==> config.mk <==
export PLATFORM = sky130hd
export DESIGN_NAME = flash_bank_output_state_select
export DESIGN_NICKNAME = d
export VERILOG_FILES = /design/src/hw/bank_mode_cell.v /design/src/hw/flash_bank_output_state_select.v
export VERILOG_INCLUDE_DIRS = /design/src /design/src/hw
export SDC_FILE = /design/constraint.sdc
export NUM_CORES = 1
export LEC_CHECK = 0
export ABC_AREA = 1
export ABC_CLOCK_PERIOD_IN_PS = 2900
export BUFFER_PORTS_ARGS = -buffer_cell sky130_fd_sc_hd__buf_4
export CAP_MARGIN = 0
export CORE_MARGIN = 4
export CORE_UTILIZATION = 35
export DETAILED_ROUTE_END_ITERATION = 7
export HOLD_SLACK_MARGIN = 0.08
export PLACE_DENSITY = 0.57
export SETUP_SLACK_MARGIN = 0.15
export SYNTH_ARGS = -nofsm -noshare
export SYNTH_HDL_FRONTEND = slang
export SYNTH_SLANG_ARGS = --single-unit
==> constraint.sdc <==
create_clock -name clk_i -period 2.9 [get_ports clk_i]
set_input_delay 0.87 -clock clk_i [delete_from_list [all_inputs] [get_ports clk_i]]
set_output_delay 0.87 -clock clk_i [all_outputs]
set_load 0.01 [all_outputs]
==> src/hw/bank_out_defs.vh <==
// Function
// - after reset every bank reads back array contents
// - FFh picks array, 70h status, 90h or 98h identification or query
// - a bank holds its output mode until FFh, 70h, 90h or 98h reaches that bank
// - decoder next state never looks at any bank output mode
// - only the bank matching the command address changes output mode
// - array read to a busy bank gives undefined data; flagged
// - while controller busy, both cycles of program or erase are ignored
`ifndef BANK_OUT_DEFS_VH
`define BANK_OUT_DEFS_VH
`define CMD_READ_ARRAY   8'hFF
`define CMD_READ_STATUS  8'h70
`define CMD_READ_SIG     8'h90
`define CMD_READ_CFI     8'h98
`define CMD_CLEAR_STATUS 8'h50
`define CMD_ERASE_SETUP  8'h20
`define CMD_PROG_SETUP_A 8'h10
`define CMD_PROG_SETUP_B 8'h40
`define CMD_BUF_PROG     8'hE8
`define CMD_CONFIRM      8'hD0
`define MODE_ARRAY       2'h0
`define MODE_STATUS      2'h1
`define MODE_IDENT       2'h2
`endif

==> src/hw/bank_mode_cell.v <==
`timescale 1ns/100ps
`include "bank_out_defs.vh"
module bank_mode_cell
(
    // clock and reset
    input  wire       clk_i,
    input  wire       rst_i,
    // command
    input  wire       sel_i,
    input  wire       load_i,
    input  wire [1:0] mode_i,
    // state
    output reg  [1:0] mode_o
);
    always @(posedge clk_i or posedge rst_i)
    begin
        if (rst_i)
            mode_o <= `MODE_ARRAY;
        else if (sel_i && load_i)
            mode_o <= mode_i;
    end
endmodule // bank_mode_cell

==> src/hw/flash_bank_output_state_select.v <==
`timescale 1ns/100ps
`include "bank_out_defs.vh"
module flash_bank_output_state_select
#(
    parameter BANKS = 16,
    parameter BW    = 4
)
(
    // clock and reset
    input  wire             clk_i,
    input  wire             rst_i,
    // command write
    input  wire             cmd_we_i,
    input  wire [7:0]       cmd_data_i,
    input  wire [BW-1:0]    cmd_bank_i,
    // controller state
    input  wire             pec_busy_i,
    input  wire [BANKS-1:0] bank_busy_i,
    // read side and start
    input  wire [BW-1:0]    rd_bank_i,
    output reg  [1:0]       rd_mode_o,
    output reg              rd_undef_o,
    output reg              pe_start_o,
    output reg  [BW-1:0]    pe_bank_o
);
    // ----------------------------------------
    // output mode decode
    // ----------------------------------------
    reg       mode_load;
    reg [1:0] mode_new;
    always @*
    begin
        mode_load = 1'b0;
        mode_new  = `MODE_ARRAY;
        case (cmd_data_i)
            `CMD_READ_ARRAY:
            begin
                mode_load = 1'b1;
                mode_new  = `MODE_ARRAY;
            end
            `CMD_READ_STATUS:
            begin
                mode_load = 1'b1;
                mode_new  = `MODE_STATUS;
            end
            `CMD_READ_SIG:
            begin
                mode_load = 1'b1;
                mode_new  = `MODE_IDENT;
            end
            `CMD_READ_CFI:
            begin
                mode_load = 1'b1;
                mode_new  = `MODE_IDENT;
            end
            default:
            begin
                mode_load = 1'b0;
                mode_new  = `MODE_ARRAY;
            end
        endcase
    end

    // ----------------------------------------
    // per-bank mode cells
    // ----------------------------------------
    // one small cell per bank keeps the fan-out of the write strobe local
    wire [2*BANKS-1:0] modes;
    wire [BANKS-1:0]   bank_hit;
    genvar g;
    generate
        for (g = 0; g < BANKS; g = g + 1)
        begin : g_bank
            localparam [31:0] BANK_ID = g;
            assign bank_hit[g] = (cmd_bank_i == BANK_ID[BW-1:0]);
            bank_mode_cell u_cell
            (
                .clk_i  (clk_i),
                .rst_i  (rst_i),
                .sel_i  (bank_hit[g]),
                .load_i (cmd_we_i & mode_load),
                .mode_i (mode_new),
                .mode_o (modes[2*g+1:2*g])
            );
        end
    endgenerate

    // ----------------------------------------
    // undefined-data flags
    // ----------------------------------------
    // a read-array to a busy bank spoils its output until the bank goes idle;
    // a read-array in the same cycle as the clear sets nothing; the clear wins
    reg  [BANKS-1:0] undef_q;
    reg  [BANKS-1:0] undef_d;
    wire             ra_write = cmd_we_i && (cmd_data_i == `CMD_READ_ARRAY);
    integer          k;
    always @*
    begin
        undef_d = undef_q & bank_busy_i;
        for (k = 0; k < BANKS; k = k + 1)
        begin
            if (ra_write && bank_hit[k] && bank_busy_i[k])
                undef_d[k] = 1'b1;
        end
    end

    always @(posedge clk_i or posedge rst_i)
    begin
        if (rst_i)
            undef_q <= {BANKS{1'b0}};
        else
            undef_q <= undef_d;
    end

    // ----------------------------------------
    // two-cycle sequencer (mode independent)
    // ----------------------------------------
    // the bank output modes are never read here, so a status or ident read
    // in between cannot disturb a pending setup
    localparam S_IDLE  = 1'b0;
    localparam S_SETUP = 1'b1;
    reg          st_q;
    reg          st_d;
    reg [BW-1:0] sbank_q;
    reg [BW-1:0] sbank_d;
    reg          start_d;
    reg [BW-1:0] pbank_d;
    reg          is_setup;

    // first-cycle codes of the two-cycle program and erase commands
    always @*
    begin
        case (cmd_data_i)
            `CMD_ERASE_SETUP:
                is_setup = 1'b1;
            `CMD_PROG_SETUP_A:
                is_setup = 1'b1;
            `CMD_PROG_SETUP_B:
                is_setup = 1'b1;
            `CMD_BUF_PROG:
                is_setup = 1'b1;
            default:
                is_setup = 1'b0;
        endcase
    end

    // a D0h confirm after any of these setup codes starts here; program data handling lives elsewhere
    always @*
    begin
        st_d    = st_q;
        sbank_d = sbank_q;
        start_d = 1'b0;
        pbank_d = pe_bank_o;
        if (cmd_we_i)
        begin
            case (st_q)
                S_IDLE:
                begin
                    if (is_setup && !pec_busy_i)
                    begin
                        st_d    = S_SETUP;
                        sbank_d = cmd_bank_i;
                    end
                end
                S_SETUP:
                begin
                    // any write ends the pair; a busy confirm is dropped with it
                    st_d = S_IDLE;
                    // host keeps both cycles in one bank, so confirm uses the setup bank
                    if (!pec_busy_i && cmd_data_i == `CMD_CONFIRM)
                    begin
                        start_d = 1'b1;
                        pbank_d = sbank_q;
                    end
                end
                default:
                    st_d = S_IDLE;
            endcase
        end
    end

    always @(posedge clk_i or posedge rst_i)
    begin
        if (rst_i)
        begin
            st_q       <= S_IDLE;
            sbank_q    <= {BW{1'b0}};
            pe_start_o <= 1'b0;
            pe_bank_o  <= {BW{1'b0}};
        end
        else
        begin
            st_q       <= st_d;
            sbank_q    <= sbank_d;
            pe_start_o <= start_d;
            pe_bank_o  <= pbank_d;
        end
    end

    // ----------------------------------------
    // read port
    // ----------------------------------------
    // registered so the output mode settles one edge after the bank select
    reg [1:0] rd_mode_d;
    reg       rd_undef_d;
    always @*
    begin
        rd_mode_d  = modes[2*rd_bank_i +: 2];
        rd_undef_d = undef_q[rd_bank_i];
    end

    always @(posedge clk_i or posedge rst_i)
    begin
        if (rst_i)
        begin
            rd_mode_o  <= `MODE_ARRAY;
            rd_undef_o <= 1'b0;
        end
        else
        begin
            rd_mode_o  <= rd_mode_d;
            rd_undef_o <= rd_undef_d;
        end
    end
endmodule // flash_bank_output_state_select

==> key figures <==
Outcome
  • Outcome: completed

Die
  • Die width: roughly 100 um
  • Row count: 34
  • Ports: 44
  • Core area: 8850 um2
  • Die H: 104 um
  • Area of the die: 10,800 um2
  • Initial Util: 36.5%

Setup path
  • CP max stage delay: 380 ps
  • CP max FO: 48
  • CP Capture Type: register
  • Crit path kind: input port to register
  • Startpoint Class: input port
  • Critical-path cell list: buf_4, inv_1, nand2_1, nor2_4, nand2_1, nand2_1, nand2_1, nand2_1, buf_4, nand2_1, nand2_1, nand2_1
  • R2R depth: 4
  • WP data arrival: 2290 ps
  • Worst path required time: 3120 ps
  • Crit path top cell by count: nand2_1
  • Worst path slowest cell: buf_4

GRT
  • Initial antenna violation count: 0
  • Overall Global Routing Usage: 15.8%
  • Remaining global-route overflow: 0
  • Vias in the first global route: 2,912
  • Largest net degree at the start of global routing: 49
  • First-pass GRT wire length: 13.9 mm

CTS
  • CTS Root Cell: clkbuf_8
  • Clk buf depth: 2
  • Post_cts resized: 0
  • Worst-path clk slew: 60 ps
  • CTS tree: yes
  • Worst-Skew Late Latency: between 300 and 400 ps
  • CTS Sinks: 61
  • # H-tree levels: 3
  • Post-CTS setup repair buffer count: 0
  • CTS buffer count: 9
  • # hold bufs at CTS: 0

Power
  • Part of the power in the clock network: between 30% and 40%
  • PwrDens: 448 nW/um2
  • Sw Ratio: between 20% and 30%
  • LEAKAGE: 0.00206 uW
  • Combinational Power Share: about a tenth
  • Seq pwr share: 50.6%
  • Psw: 424 uW
  • Internal: 1280 uW
  • VDD IR max: 0.220 mV

Timing
  • Setup total negative slack: 0 ps
  • Final number of hold-violating endpoints: 0
  • Period minus WS final: 2070 ps
  • Fin. max-slew vios: 0
  • Skew final: between 6 and 7 ps
  • Final setup violation count: 0
  • Fmax: 0.483 GHz
  • RSZ-0062 raised after global routing: no
  • Final worst-path cycle share: 71.4%
  • Worst slew pin tran: 624 ps
  • PnR worst setup slack: slightly above 800 ps
  • Slew HR: 58.4%

Synth
  • Yosys cell types: 22
  • Post-synthesis sequential area ratio: 47.3%
  • Synth warn: 0
  • Post-Syn Instances: 438
  • Post-Synthesis Cell Area: between 3000 and 4000 um2
  • Synthesized area per cell: 7.36 um2
  • Synthesized Nets: about 470
  • Synth Register Bits: 61

Route
  • Post-route DRC: 0
  • DRT Pass-1 Iters: 4
  • Avg WL per Cell: about 13 um
  • Total wire length: 7.97 mm
  • DRT iter0 DRCs: ~140
  • Routed Antenna Nets: 0
  • Post-DR vias/cell: 4.89
  • Vias: 2,906

Final layout
  • Antenna cells: 0
  • Post-Layout Cell Count: 594
  • Share of cells above drive strength 1: approximately 14%
  • Synthesis-to-layout area growth: 18.2%
  • Fin nets: 517
  • Fillers: 954

Hold path
  • Cell depth of the worst hold path: 2
  • Worst Hold Class: register to register

Placed design
  • Gpl congestion: 0.855
  • Worst slack, placed: 518 ps
  • # port buffers: 43
  • Placed cell count: ~580
  • DP HPWL: 5.75 mm

Flow run
  • Max-Cap Viols: 0
-- Yosys cell counts --
| master | number | share of area [%] |
|---|---|---|
| clkbuf_1 | 5 | 0.58 |
| o211ai_1 | 12 | 2.8 |
| nand2_2 | 1 | 0.19 |
| inv_1 | 60 | 7.0 |
| buf_6 | 3 | 1.0 |
| buf_2 | 5 | 0.78 |
| dfrtp_1 | 61 | 47 |
| a21oi_2 | 1 | 0.27 |
| buf_1 | 2 | 0.23 |
| nor3_1 | 2 | 0.31 |
| nor2_4 | 1 | 0.35 |
| inv_2 | 3 | 0.35 |
| nand4_1 | 1 | 0.19 |
| a21oi_1 | 12 | 1.9 |
| nand3_1 | 59 | 9.2 |
| nor2_1 | 29 | 3.4 |
| o21ai_0 | 13 | 2.0 |
| nand2_1 | 148 | 17 |
| nor3_2 | 3 | 0.93 |
| a21boi_0 | 1 | 0.23 |
| o21a_1 | 15 | 3.5 |
| nand3_2 | 1 | 0.31 |
-- per-stage QoR --
stage / area [um2] / util (%) / total power, uW / hold slack (ps)
2_1_floorplan: 3230 / - / 968 / 437
3_3_place_gp: 3640 / 41.1 / 1050 / 454
3_5_place_dp: 3640 / 41.1 / 1050 / 455
4_1_cts: 3810 / 43.1 / 1730 / 471
5_1_grt: 3810 / 43.1 / 1790 / 497
6_report: 3810 / 43.1 / 1710 / 471
-- power groups by stage --
| stage | Combinational [uW] | Sequential [uW] | Clock (uW) |
|---|---|---|---|
| 2_1_floorplan | 86.5 | 882 | 0 |
| 3_3_place_gp | 172 | 880 | 0 |
| 3_5_place_dp | 173 | 880 | 0 |
| 4_1_cts | 173 | 864 | 692 |
| 5_1_grt | 194 | 864 | 735 |
| 6_report | 171 | 864 | 672 |
-- area by class of cell --
class	count	area (um2)	area share, %
timing repair buffer	47	365	9.58
inverter	63	236	6.20
clock inverter	1	5.00	0.131
multi-input combinational	299	1380	36.1
clock buffer	15	166	4.36
tap	108	135	3.54
sequential	61	1530	40.0
-- cells by family after synthesis --
logic type      synth area share, %
compound gates                 10.7
simple gates                   32.0
buf+inv                        9.97
flops                          47.3
-- flip-flops by register name (all words and copies together), names as in the netlist --
name / cells
pe_bank_o: 4
g_bank.u_cell.mode_o: 32
rd_undef_o: 1
rd_mode_o: 2
sbank_q: 4
undef_q: 16
pe_start_o: 1
st_q: 1
-- cell usage in the layout (no fill, tap or decap), drive strengths merged --
master | synthesis | layout
nand3 | 60 | 60
buf | 10 | 47
clkinv | 0 | 1
a21oi | 13 | 13
dfrtp | 61 | 61
nor3 | 5 | 5
a21boi | 1 | 1
nand4 | 1 | 1
nor2 | 30 | 30
clkbuf | 5 | 15
o21a | 15 | 15
o211ai | 12 | 12
o21ai | 13 | 13
inv | 63 | 63
nand2 | 149 | 149
-- worst paths after layout --
kind	from	end	slack, ps
worst max-delay path	cmd_data_i[0]	g_bank[8].u_cell.mode_o[1]	830
worst min-delay path	g_bank[1].u_cell.mode_o[1]	g_bank[1].u_cell.mode_o[1]	470
worst max register to register	st_q	sbank_q[3]	1580
worst min register to register	g_bank[1].u_cell.mode_o[1]	g_bank[1].u_cell.mode_o[1]	470
max in group asynchronous	rst_i	g_bank[15].u_cell.mode_o[1]	1710
min in group asynchronous	rst_i	undef_q[13]	590
-- critical path, delay by kind of cell --
| kind | cells | cell delay [ps] |
|---|---|---|
| and+or+nand+nor | 9 | 840 |
| buffers and inverters | 3 | 560 |
-- layer usage --
metal / share of wire, % / vias up / track usage (%)
met3: 3.8 / 16 / 3.48
met2: 47 / 62 / 24.5
met4: 2.7 / 0 / 6.65
met1: 47 / 1360 / 21.4
met5: 0 / - / 0
li1: - / 1468 / -
Power figures use the tool's default switching activity.
